File: src/core/pdt_pkg.sv
package pdt_pkg;

  // ----------------------------------------------------------------
  // Register map (index; byte address is four times the index)
  // ----------------------------------------------------------------
  localparam logic [3:0] IDX_IVAL_IRQ  = 4'h1;
  localparam logic [3:0] IDX_RLD_IRQ   = 4'h2;
  localparam logic [3:0] IDX_IVAL_MODE = 4'h8;
  localparam logic [3:0] IDX_RLD_MODE  = 4'h9;
  localparam logic [3:0] IDX_RLD_LOW   = 4'ha;
  localparam logic [3:0] IDX_RLD_HIGH  = 4'hb;

  // ----------------------------------------------------------------
  // Field positions
  // ----------------------------------------------------------------
  localparam int IVAL_FLAG_BIT  = 2;
  localparam int IVAL_MASK_BIT  = 3;
  localparam int RLD_FLAG_BIT   = 0;
  localparam int RLD_MASK_BIT   = 1;
  localparam int RLD_AUTO_BIT   = 3;

  // ----------------------------------------------------------------
  // Widths and reset values
  // ----------------------------------------------------------------
  localparam int PRESC_W = 11;
  localparam int CNT_W   = 8;
  localparam logic [PRESC_W-1:0] PRESC_RST     = 11'h000;
  localparam logic [CNT_W-1:0]   CNT_RST       = 8'h00;
  localparam logic [CNT_W-1:0]   CNT_MAX       = 8'hff;
  localparam logic [2:0]         IVAL_MODE_RST = 3'h0;
  localparam logic [3:0]         RLD_MODE_RST  = 4'h0;
  localparam logic               MASK_RST      = 1'b1;
  localparam logic [2:0]         RLD_SRC_EVENT = 3'h7;

  // ----------------------------------------------------------------
  // Timing
  // ----------------------------------------------------------------
  localparam int        INSTR_CYC_NS   = 10;
  localparam int        CLK_PERIOD_NS  = 10;
  localparam int        INSTR_CYC      = (INSTR_CYC_NS + CLK_PERIOD_NS - 1)
                                         / CLK_PERIOD_NS;
  localparam logic [1:0] MODE_DLY      = 2'(2 * INSTR_CYC);

  // ----------------------------------------------------------------
  // Types
  // ----------------------------------------------------------------
  typedef struct packed {
    logic mask;
    logic flag;
  } pdt_irq_type;

  typedef struct packed {
    logic       auto_reload;
    logic [2:0] source;
  } pdt_rld_mode_type;

endpackage

File: src/core/pdt_timer.sv
`timescale 1ns/10ps
module pdt_timer
  import pdt_pkg::*;
(
  input  wire logic        clock_i,
  input  wire logic        nrst_i,
  input  wire logic [5:0]  address_i,
  input  wire logic        read_i,
  input  wire logic        write_i,
  input  wire logic [3:0]  byteenable_i,
  input  wire logic [31:0] writedata_i,
  output logic [31:0]      readdata_o,
  output logic             waitrequest_o,
  input  wire logic        stop_i,
  input  wire logic        event_input_i,
  output logic             interval_irq_o,
  output logic             reload_irq_o
);

  // ----------------------------------------------------------------
  // Tap decode
  // ----------------------------------------------------------------
  // Tap for divide 2**k fires once per 2**k clocks
  function automatic logic tap_fire(input logic [PRESC_W-1:0] p,
                                    input logic [3:0] k);
    logic [PRESC_W-1:0] m;
    m = PRESC_W'((12'h001 << k) - 12'h001);
    return (p & m) == m;
  endfunction

  function automatic logic [3:0] ival_exp(input logic [2:0] c);
    logic [3:0] e;
    unique case (c)
      3'h0: e = 4'hb;
      3'h1: e = 4'ha;
      3'h2: e = 4'h9;
      3'h3: e = 4'h7;
      3'h4: e = 4'h5;
      3'h5: e = 4'h3;
      3'h6: e = 4'h2;
      3'h7: e = 4'h1;
    endcase
    return e;
  endfunction

  function automatic logic [3:0] rld_exp(input logic [2:0] c);
    logic [3:0] e;
    unique case (c)
      3'h0: e = 4'hb;
      3'h1: e = 4'h9;
      3'h2: e = 4'h7;
      3'h3: e = 4'h5;
      3'h4: e = 4'h3;
      3'h5: e = 4'h2;
      3'h6: e = 4'h1;
      3'h7: e = 4'h1;
    endcase
    return e;
  endfunction

  // ----------------------------------------------------------------
  // Bus slave
  // ----------------------------------------------------------------
  logic                     ack_reg;
  logic                     do_wr;
  logic                     do_rd;
  logic                     lane0;
  logic [3:0]               idx;
  logic [3:0]               wnib;
  logic [PRESC_W-1:0]       presc_reg;
  logic [CNT_W-1:0]         ival_reg;
  logic [CNT_W-1:0]         rld_reg;
  logic [CNT_W-1:0]         preset_reg;
  logic [3:0]               latch_reg;
  logic [2:0]               ival_mode_reg;
  pdt_rld_mode_type         rld_mode_reg;
  pdt_rld_mode_type         rld_pend_reg;
  logic [1:0]               mode_dly_reg;
  pdt_irq_type              ival_irq_reg;
  pdt_irq_type              rld_irq_reg;
  logic [31:0]              rdata_next;
  logic                     ev_s1_reg;
  logic                     ev_s2_reg;
  logic                     ev_d_reg;
  logic                     ev_fall;
  logic                     ival_tick;
  logic                     rld_tick;
  logic                     ival_ovf;
  logic                     rld_ovf;
  logic                     load_hi;

  // One wait cycle keeps read data registered and side effects single
  assign waitrequest_o = (read_i | write_i) & ~ack_reg;
  assign do_wr         = write_i & ack_reg;
  assign do_rd         = read_i & ack_reg & ~write_i;
  assign idx           = address_i[5:2];
  assign lane0         = byteenable_i[0];
  assign wnib          = writedata_i[3:0];

  always_ff @(posedge clock_i or negedge nrst_i) begin
    if (!nrst_i) begin
      ack_reg <= 1'b0;
    end else begin
      ack_reg <= (read_i | write_i) & ~ack_reg;
    end
  end

  always_comb begin
    rdata_next = 32'h0000_0000;
    unique case (idx)
      IDX_IVAL_IRQ: begin
        rdata_next[IVAL_FLAG_BIT] = ival_irq_reg.flag;
        rdata_next[IVAL_MASK_BIT] = ival_irq_reg.mask;
      end
      IDX_RLD_IRQ: begin
        rdata_next[RLD_FLAG_BIT] = rld_irq_reg.flag;
        rdata_next[RLD_MASK_BIT] = rld_irq_reg.mask;
      end
      IDX_RLD_LOW:  rdata_next[3:0] = latch_reg;
      IDX_RLD_HIGH: rdata_next[3:0] = rld_reg[7:4];
      default:      rdata_next = 32'h0000_0000;
    endcase
  end

  always_ff @(posedge clock_i or negedge nrst_i) begin
    if (!nrst_i) begin
      readdata_o <= 32'h0000_0000;
    end else if (read_i & ~ack_reg) begin
      readdata_o <= rdata_next;
    end
  end

  // high read latches low nibble
  // Taken with the high nibble so both halves share one count
  always_ff @(posedge clock_i or negedge nrst_i) begin
    if (!nrst_i) begin
      latch_reg <= 4'h0;
    end else if (read_i && !write_i && !ack_reg && idx == IDX_RLD_HIGH) begin
      latch_reg <= rld_reg[3:0];
    end
  end

  // ----------------------------------------------------------------
  // Prescaler and taps
  // ----------------------------------------------------------------
  // cleared by reset, halts only in stop mode
  always_ff @(posedge clock_i or negedge nrst_i) begin
    if (!nrst_i) begin
      presc_reg <= PRESC_RST;
    end else if (!stop_i) begin
      presc_reg <= presc_reg + 11'h001;
    end
  end

  // event pin synchronised, falling edge on second stage
  always_ff @(posedge clock_i or negedge nrst_i) begin
    if (!nrst_i) begin
      ev_s1_reg <= 1'b1;
      ev_s2_reg <= 1'b1;
      ev_d_reg  <= 1'b1;
    end else begin
      ev_s1_reg <= event_input_i;
      ev_s2_reg <= ev_s1_reg;
      ev_d_reg  <= ev_s2_reg;
    end
  end
  assign ev_fall = ev_d_reg & ~ev_s2_reg;

  assign ival_tick = !stop_i && tap_fire(presc_reg, ival_exp(ival_mode_reg));
  // reload source select, code 7 event edge, codes 0 to 6 taps
  assign rld_tick  = (rld_mode_reg.source == RLD_SRC_EVENT) ? ev_fall :
                     (!stop_i &&
                      tap_fire(presc_reg, rld_exp(rld_mode_reg.source)));

  // ----------------------------------------------------------------
  // Mode registers
  // ----------------------------------------------------------------
  // write-only, reset to zero
  always_ff @(posedge clock_i or negedge nrst_i) begin
    if (!nrst_i) begin
      ival_mode_reg <= IVAL_MODE_RST;
    end else if (do_wr && lane0 && idx == IDX_IVAL_MODE) begin
      ival_mode_reg <= wnib[2:0];
    end
  end

  // mode applies after a short delay
  always_ff @(posedge clock_i or negedge nrst_i) begin
    if (!nrst_i) begin
      rld_pend_reg <= RLD_MODE_RST;
      mode_dly_reg <= 2'h0;
    end else if (do_wr && lane0 && idx == IDX_RLD_MODE) begin
      rld_pend_reg <= wnib;
      mode_dly_reg <= MODE_DLY;
    end else if (mode_dly_reg != 2'h0) begin
      mode_dly_reg <= mode_dly_reg - 2'h1;
    end
  end

  always_ff @(posedge clock_i or negedge nrst_i) begin
    if (!nrst_i) begin
      rld_mode_reg <= RLD_MODE_RST;
    end else if (mode_dly_reg == 2'h1) begin
      rld_mode_reg <= rld_pend_reg;
    end
  end

  // ----------------------------------------------------------------
  // Interval counter
  // ----------------------------------------------------------------
  assign ival_ovf = ival_tick && ival_reg == CNT_MAX;

  always_ff @(posedge clock_i or negedge nrst_i) begin
    if (!nrst_i) begin
      ival_reg <= CNT_RST;
    end else if (ival_tick) begin
      ival_reg <= ival_reg + 8'h01;
    end
  end

  // ----------------------------------------------------------------
  // Reload counter and preset
  // ----------------------------------------------------------------
  assign load_hi = do_wr && lane0 && idx == IDX_RLD_HIGH;
  assign rld_ovf = rld_tick && rld_reg == CNT_MAX && !load_hi;

  // preset cleared by reset; nibble writes
  always_ff @(posedge clock_i or negedge nrst_i) begin
    if (!nrst_i) begin
      preset_reg <= CNT_RST;
    end else if (do_wr && lane0 && idx == IDX_RLD_LOW) begin
      preset_reg[3:0] <= wnib;
    end else if (load_hi) begin
      preset_reg[7:4] <= wnib;
    end
  end

  always_ff @(posedge clock_i or negedge nrst_i) begin
    if (!nrst_i) begin
      rld_reg <= CNT_RST;
    end else if (load_hi) begin
      rld_reg <= {wnib, preset_reg[3:0]};
    end else if (rld_ovf) begin
      rld_reg <= rld_mode_reg.auto_reload ? preset_reg : CNT_RST;
    end else if (rld_tick) begin
      rld_reg <= rld_reg + 8'h01;
    end
  end

  // ----------------------------------------------------------------
  // Request flags and masks
  // ----------------------------------------------------------------
  // overflow sets flag; set wins over a clearing write
  always_ff @(posedge clock_i or negedge nrst_i) begin
    if (!nrst_i) begin
      ival_irq_reg <= '{mask: MASK_RST, flag: 1'b0};
    end else begin
      if (do_wr && lane0 && idx == IDX_IVAL_IRQ) begin
        ival_irq_reg.mask <= wnib[IVAL_MASK_BIT];
        ival_irq_reg.flag <= ival_ovf | wnib[IVAL_FLAG_BIT];
      end else if (ival_ovf) begin
        ival_irq_reg.flag <= 1'b1;
      end
    end
  end

  // overflow sets flag; set wins over a clearing write
  always_ff @(posedge clock_i or negedge nrst_i) begin
    if (!nrst_i) begin
      rld_irq_reg <= '{mask: MASK_RST, flag: 1'b0};
    end else begin
      if (do_wr && lane0 && idx == IDX_RLD_IRQ) begin
        rld_irq_reg.mask <= wnib[RLD_MASK_BIT];
        rld_irq_reg.flag <= rld_ovf | wnib[RLD_FLAG_BIT];
      end else if (rld_ovf) begin
        rld_irq_reg.flag <= 1'b1;
      end
    end
  end

  assign interval_irq_o = ival_irq_reg.flag & ~ival_irq_reg.mask;
  assign reload_irq_o   = rld_irq_reg.flag & ~rld_irq_reg.mask;
endmodule

File: config.mk
export PLATFORM = sky130hd
export DESIGN_NAME = pdt_timer
export DESIGN_NICKNAME = d
export VERILOG_FILES = /design/src/core/pdt_pkg.sv /design/src/core/pdt_timer.sv
export SDC_FILE = /design/constraint.sdc
export NUM_CORES = 1
export LEC_CHECK = 0
export ABC_AREA = 1
export CORE_MARGIN = 3
export CORE_UTILIZATION = 58
export DETAILED_ROUTE_END_ITERATION = 6
export DONT_BUFFER_PORTS = 1
export PLACE_DENSITY = 0.76
export RECOVER_POWER = 100
export SLEW_MARGIN = 40
export SYNTH_ARGS = -nofsm -noshare
export SYNTH_HDL_FRONTEND = slang
export SYNTH_SLANG_ARGS = --single-unit
export TNS_END_PERCENT = 100
File: constraint.sdc
create_clock -name clock_i -period 2.06 [get_ports clock_i]
set_input_delay 0.206 -clock clock_i [delete_from_list [all_inputs] [get_ports clock_i]]
set_output_delay 0.206 -clock clock_i [all_outputs]
set_load 0.02 [all_outputs]
; Word-level counts from Yosys, hierarchy flattened
; Memory sizes are Yosys's and may differ from the RTL's.
; Index checks and enable logic that the tools add are counted.
[totals]
rom_bits = 64
n_memories = 2
mem_bits_rw = 0
input_bits = 48
word_cells = 97
register_bits = 64
latchBits = 0
[mem_list]
columns = memory, depth, word_bits, read_ports, rd_clocked_by_memory_dff, wr, line_no
row1 = (no name shown), 8, 4, 1, 0, 0, pdt_timer.sv:48  ; unique case (c)
row2 = (no name shown), 8, 4, 1, 0, 0, pdt_timer.sv:33  ; unique case (c)
[classes]
mul = 0
addsub = 6
n_reduce_logical = 25
order_cmp = 0
eq_ne = 12
div_mod_pow = 0
n_mux = 13
shift = 2
bitwise_logic = 16
[op_table]
columns = op, count
row1 = two-way mux 8 bit, 4
row2 = bitwise AND 11 bit, 2
row3 = == test 11 bit, 2
row4 = "left shift 1 x 4 -> 11 bit, first input constant", 2
row5 = "subtractor 11 x 1 -> 11 bit, second input constant", 2
row6 = "adder 8 x 1 -> 8 bit, second input constant", 2
row7 = "== test 4 bit, second input constant", 4
row8 = "== test 8 bit, second input constant", 2
row9 = logical AND 1 bit, 15
row10 = case mux 2 bit (3 select lines), 2
row11 = "adder 11 x 1 -> 11 bit, second input constant", 1
row12 = nonzero test 2 bit, 4
row13 = bitwise AND 1 bit, 6
row14 = two-way mux 1 bit, 5
row15 = inverter 1 bit, 5
row16 = "== test 4 x 1 -> 1 bit, second input constant", 1
row17 = "== test 4 x 2 -> 1 bit, second input constant", 1
row18 = logical NOT 1 bit, 4
row19 = two-way mux 2 bit, 2
row20 = "== test 3 bit, second input constant", 1
row21 = bitwise OR 1 bit, 3
row22 = nonzero test 3 bit, 1
row23 = "== test 2 x 1 -> 1 bit, second input constant", 1
row24 = AND reduction 2 bit, 1
row25 = "subtractor 2 x 1 -> 2 bit, second input constant", 1

; Depth between registers and ports, before layout
; An unclocked memory read counts as a cell.
[depth]
ltp_word = 11
mapped_depth = 17
depth_no_buf = 17

; Worst setup path after synthesis
; Ideal clock, no wire load.
[synth_path]
path_type = register -> register
from = register ival_mode_reg[0]
to = register ival_reg[2]
setup_time_ns = 0.117
synth_period_minus_slack_ns = 2.195
path_buffers = 0
required_ns = 1.943
setup_slack_ns = -0.135
arrival_ns = 2.079
path_stages_with_launch = 16
path_cell_list = dfrtp_1 inv_1 ha_1 inv_1 nand2_1 nand2_2 nand3_2 ha_1 nand2_2 inv_2 o21ai_1 nand3_2 nor2_8 nand2_4 nand2_1 nand2_1
[synth_via]
elab_chain_cells = 6
[synth_lines]
columns = item, line_no
row1 = from (decl), pdt_timer.sv:75  ; logic [2:0] ival_mode_reg;
row2 = from (signal assigned), pdt_timer.sv:183  ; ival_mode_reg <= wnib[2:0];
row3 = memory (8 x 4 bit) *, --
row4 = left shift 1 x 4 -> 11 bit *, pdt_timer.sv:27  ; m = PRESC_W'((12'h001 << k) - 12'h001);
row5 = subtractor 11 x 1 -> 11 bit *, pdt_timer.sv:27
row6 = bitwise AND 11 bit, pdt_timer.sv:28  ; return (p & m) == m;
row7 = == test 11 bit *, pdt_timer.sv:28
row8 = logical AND 1 bit *, pdt_timer.sv:169  ; assign ival_tick = !stop_i && tap_fire(presc_reg, ival_exp(ival_mode_reg));
row9 = to (signal assigned), pdt_timer.sv:217  ; ival_reg <= ival_reg + 8'h01;
row10 = to (decl), pdt_timer.sv:71  ; logic [CNT_W-1:0] ival_reg;
; Mark *: on every way between the ends. The rest lies on a longest branch, timed or not.
; A chain may end at the register's enable or synchronous reset.

; Worst setup path after layout
[layout_path]
from = register ival_mode_reg[0]
to = register ival_reg[0]
; The elaborated chain is that of the path after synthesis.

==> results.sh <==
export IMPL_crit_chain="inv_2 > ha_4 > inv_2 > nand2_2 > nand2_4 > buf_6 > nand3_4 > nand2_2 > nor2_2 > nand3_2 > nand2_2 > nand2_2 > nor2_4 > nor2_8 > buf_12 > nand3b_1 > nand2_1"
export IMPL_grt_pass1_wl_mm=13.95
export IMPL_drc=0
export IMPL_p_leak_uw=0.002342
export IMPL_rr_startpoint="ival_mode_reg[0]"
export IMPL_grt_busiest_layer="met2"
export IMPL_grt_use_met2=0.3637
export IMPL_grt_max_degree=65
export IMPL_ys_ff_latch=64
export IMPL_period_minus_slack_ps=2296
export IMPL_crit_buf_inv=4
export IMPL_drtPass1Iterations=4
export IMPL_vias_per_cell=5.347
export IMPL_fmax_mhz=435.6
export IMPL_core_region_area_mm2=0.006459
export IMPL_cts_buffers=9
export IMPL_finalSetupViolCount=9
export IMPL_rr_endpoint="ival_reg[0]"
export IMPL_first_global_vias=3155
export IMPL_required_ps=2290
export IMPL_clock_sinks=64
export IMPL_die_area_mm2=0.007785
export IMPL_slew_viol_final=65
export IMPL_path_depth=17
export IMPL_syn_inst=489
export IMPL_synth_avg_cell_area_um2=8.021
export IMPL_worstPathArrival_ps=2530
export IMPL_ir_drop_uv=571.2
export IMPL_clk_latency_ps=340
export IMPL_ys_warn_count=0
export IMPL_power_density_mw_per_mm2=913.6
export IMPL_utilization=0.7154
export IMPL_numPortBuffers=0
export IMPL_worstSetupStartpointType="flip-flop"
export IMPL_rsz0062_at_grt="yes"
export IMPL_antenna_found_initial=0
export IMPL_synth_cell_types=38
export IMPL_grt_use_total=0.2304
export IMPL_drive_above_1_share=0.2351
export IMPL_grt_overflow=0
export IMPL_reg2reg_setup_slack_ps=-240
export IMPL_cp_endpoint="ival_reg[0]"
export IMPL_fp_dieH_um=88.24
export IMPL_failed_checks="max-capacitance violations, max-slew violations, negative setup slack"
export IMPL_slowest_stage="dfrtp_1"
export IMPL_period_share=1.114
export IMPL_finalInstanceArea_mm2=0.004621
export IMPL_min_path_type="primary input to flip-flop"
export IMPL_gp_congestion=0.9117
export IMPL_h_tree_depth=3
export IMPL_cts_tree="done"
export IMPL_met3_usage=0.05400
export IMPL_largest_reg_flops=11
export IMPL_ios=83
export IMPL_setup_ws_ps=-235.8
export IMPL_post_drt_wl_per_cell_um=14.37
export IMPL_die_w_um=88.24
export IMPL_worstSetupStartpoint="ival_mode_reg[0]"
export IMPL_grt_use_met1=0.2998
export IMPL_r2r_cells=17
export IMPL_antenna_cells=0
export IMPL_dp_hpwl_mm=6.007
export IMPL_cts_root_buf="clkbuf_8"
export IMPL_num_vias=3278
export IMPL_fin_skew_ps=12.59
export IMPL_path_clk_slew_ps=70
export IMPL_syn_to_final_growth_pct=17.80
export IMPL_fin_nets=593
export IMPL_synthesis_area_mm2=0.003923
export IMPL_worst_pin_slew_ps=1547
export IMPL_crit_fanout=6
export IMPL_p_total_uw=4222
export IMPL_yosysSeqAreaShare=0.4099
export IMPL_cap_violations=1
export IMPL_critical_path_max_stage_delay_ps=410
export IMPL_outcome="finished, violations left"
export IMPL_cp_top_family="simple AND/OR/NAND/NOR gates"
export IMPL_hold_ws_ps=13.08
export IMPL_postRouteWirelength_mm=8.807
export IMPL_crit_type="flip-flop to flip-flop"
export IMPL_cts_path_max_buffers=2
export IMPL_final_antenna_net_count=0
export IMPL_hold_viol_final=0
export IMPL_initialDrtViolationCount=200
export IMPL_timing_slew_headroom=-0.03146
export IMPL_crit_path_end_kind="flip-flop"
export IMPL_place_area_mm2=0.004060
export IMPL_crit_path_frequent_cell="nand2_2"
export IMPL_row_count=29
export IMPL_start_util=0.6073
## cell families (layout without fill, tap and decap cells)
kind of cell | Yosys count | after routing | share of synthesized area
xor gates and xnor gates | 20 | 20 | 0.04466
buffers and inverters | 90 | 110 | 0.1167
muxes | 4 | 4 | 0.01148
and+or+nand+nor | 244 | 244 | 0.3002
adders and majority gates | 13 | 13 | 0.04147
AOI/OAI and AO/OA | 53 | 53 | 0.07464
other | 1 | 28 | 0.0009560
DFF | 64 | 64 | 0.4099
## worst register-to-register path, cell delays in order (launching register included)
cell	delay, ps
dfrtp_1	410
inv_2	110
ha_4	280
inv_2	30
nand2_2	80
nand2_4	100
buf_6	140
nand3_4	100
nand2_2	80
nor2_2	120
nand3_2	110
nand2_2	90
nand2_2	60
nor2_4	160
nor2_8	70
buf_12	130
nand3b_1	70
nand2_1	60
## cells in the mapped netlist
cell type,count,area (um2)
nand3_2,6,60.06
nor2_8,3,60.06
nand2_4,1,11.26
buf_2,2,10.01
nand3b_1,4,30.03
o21ai_0,34,170.2
dfstp_2,5,131.4
xnor2_1,4,35.03
inv_2,4,15.01
nor3b_1,1,7.510
o21ai_1,2,10.01
a21oi_1,7,35.03
nand4_1,4,25.02
xor2_1,16,140.1
nor4_1,4,25.02
inv_1,53,198.9
nor2_2,4,25.02
nand3_4,1,17.52
a31oi_1,1,6.260
buf_6,1,11.26
o221ai_1,1,8.760
inv_6,1,8.760
buf_4,28,210.2
o32ai_1,1,8.760
conb_1,1,3.750
or2_2,1,6.260
nor2_4,3,33.78
o21ai_2,1,8.760
dfrtp_1,59,1476
mux2_2,4,45.04
o211ai_1,6,45.04
nor3_1,10,50.05
nor2_1,23,86.33
nand3_1,42,210.2
clkbuf_1,1,3.750
nand2_1,131,491.7
ha_1,13,162.7
nand2_2,6,37.54
## routing by layer
layer,up-vias,routed length (um)
met3,19,443
met5,-,0
met1,1562,3837
met2,87,4325
li1,1610,-
met4,0,201
## through the flow
stage / worst slack [ps] / instances / TNS, ps
after detailed placement: -279.5 / 579 / -2234
after global routing: -371.5 / 613 / -5375
final: -235.8 / 613 / -1981
after floorplan: -31.24 / 516 / -243.3
after global placement: -202.5 / 579 / -1717
after CTS: -187.6 / 607 / -1519
## power by group
group,switching [uW],leakage [uW],internal [uW]
Combinational,882,0.00146,598
Sequential,317,0.000808,1540
Clock,464,0.0000752,426
## what timing repair did
action,in CTS,in global routing
pin swaps,21,28
endpoints found under the hold margin,68,0
endpoints found under the setup margin,9,17
hold buffers,5,0
setup buffers,8,7
gates resized for setup,14,43
## worst min-delay path by stage
stage                   start              end  slack, ps  cells after the start
6_report       writedata_i[0]    preset_reg[4]         10                      2
5_1_grt        writedata_i[2]  ival_irq_reg[0]          8                      2
4_1_cts        writedata_i[2]    preset_reg[6]          2                      2
3_5_place_dp           nrst_i     presc_reg[7]        -90                      0
3_3_place_gp           nrst_i     presc_reg[3]        -90                      0
2_1_floorplan          nrst_i          ack_reg        -90                      0
## cells in the final DEF, fill, tap and decap left out, types with 4 or more instances in the layout
cell / count
nand2_1: 114
dfrtp_1: 59
inv_1: 48
nand3_1: 35
o21ai_0: 33
conb_1: 28
buf_4: 24
nor2_1: 19
nand2_2: 17
xor2_1: 16
nand3_2: 9
clkbuf_8: 9
inv_2: 8
nor3_1: 8
a21oi_1: 7
nand2_4: 7
nor2_4: 7
ha_1: 7
o211ai_1: 6
nand3_4: 5
dfstp_2: 5
nor4_1: 4
nand3b_1: 4
mux2_2: 4
nand4_1: 4
xnor2_1: 4
nor2_2: 4
ha_4: 4
dlygate4sd3_1: 4
buf_6: 4
## layout make-up
type | count | area, um2
multi-input combinational | 362 | 2198
fill | 490 | 1838
sequential | 64 | 1608
timing repair buffer | 37 | 334.1
inverter | 58 | 227.7
clock buffer | 11 | 131.4
tap | 77 | 96.34
clock inverter | 4 | 25.02
No activity file was read; power rests on OpenSTA's default activity.
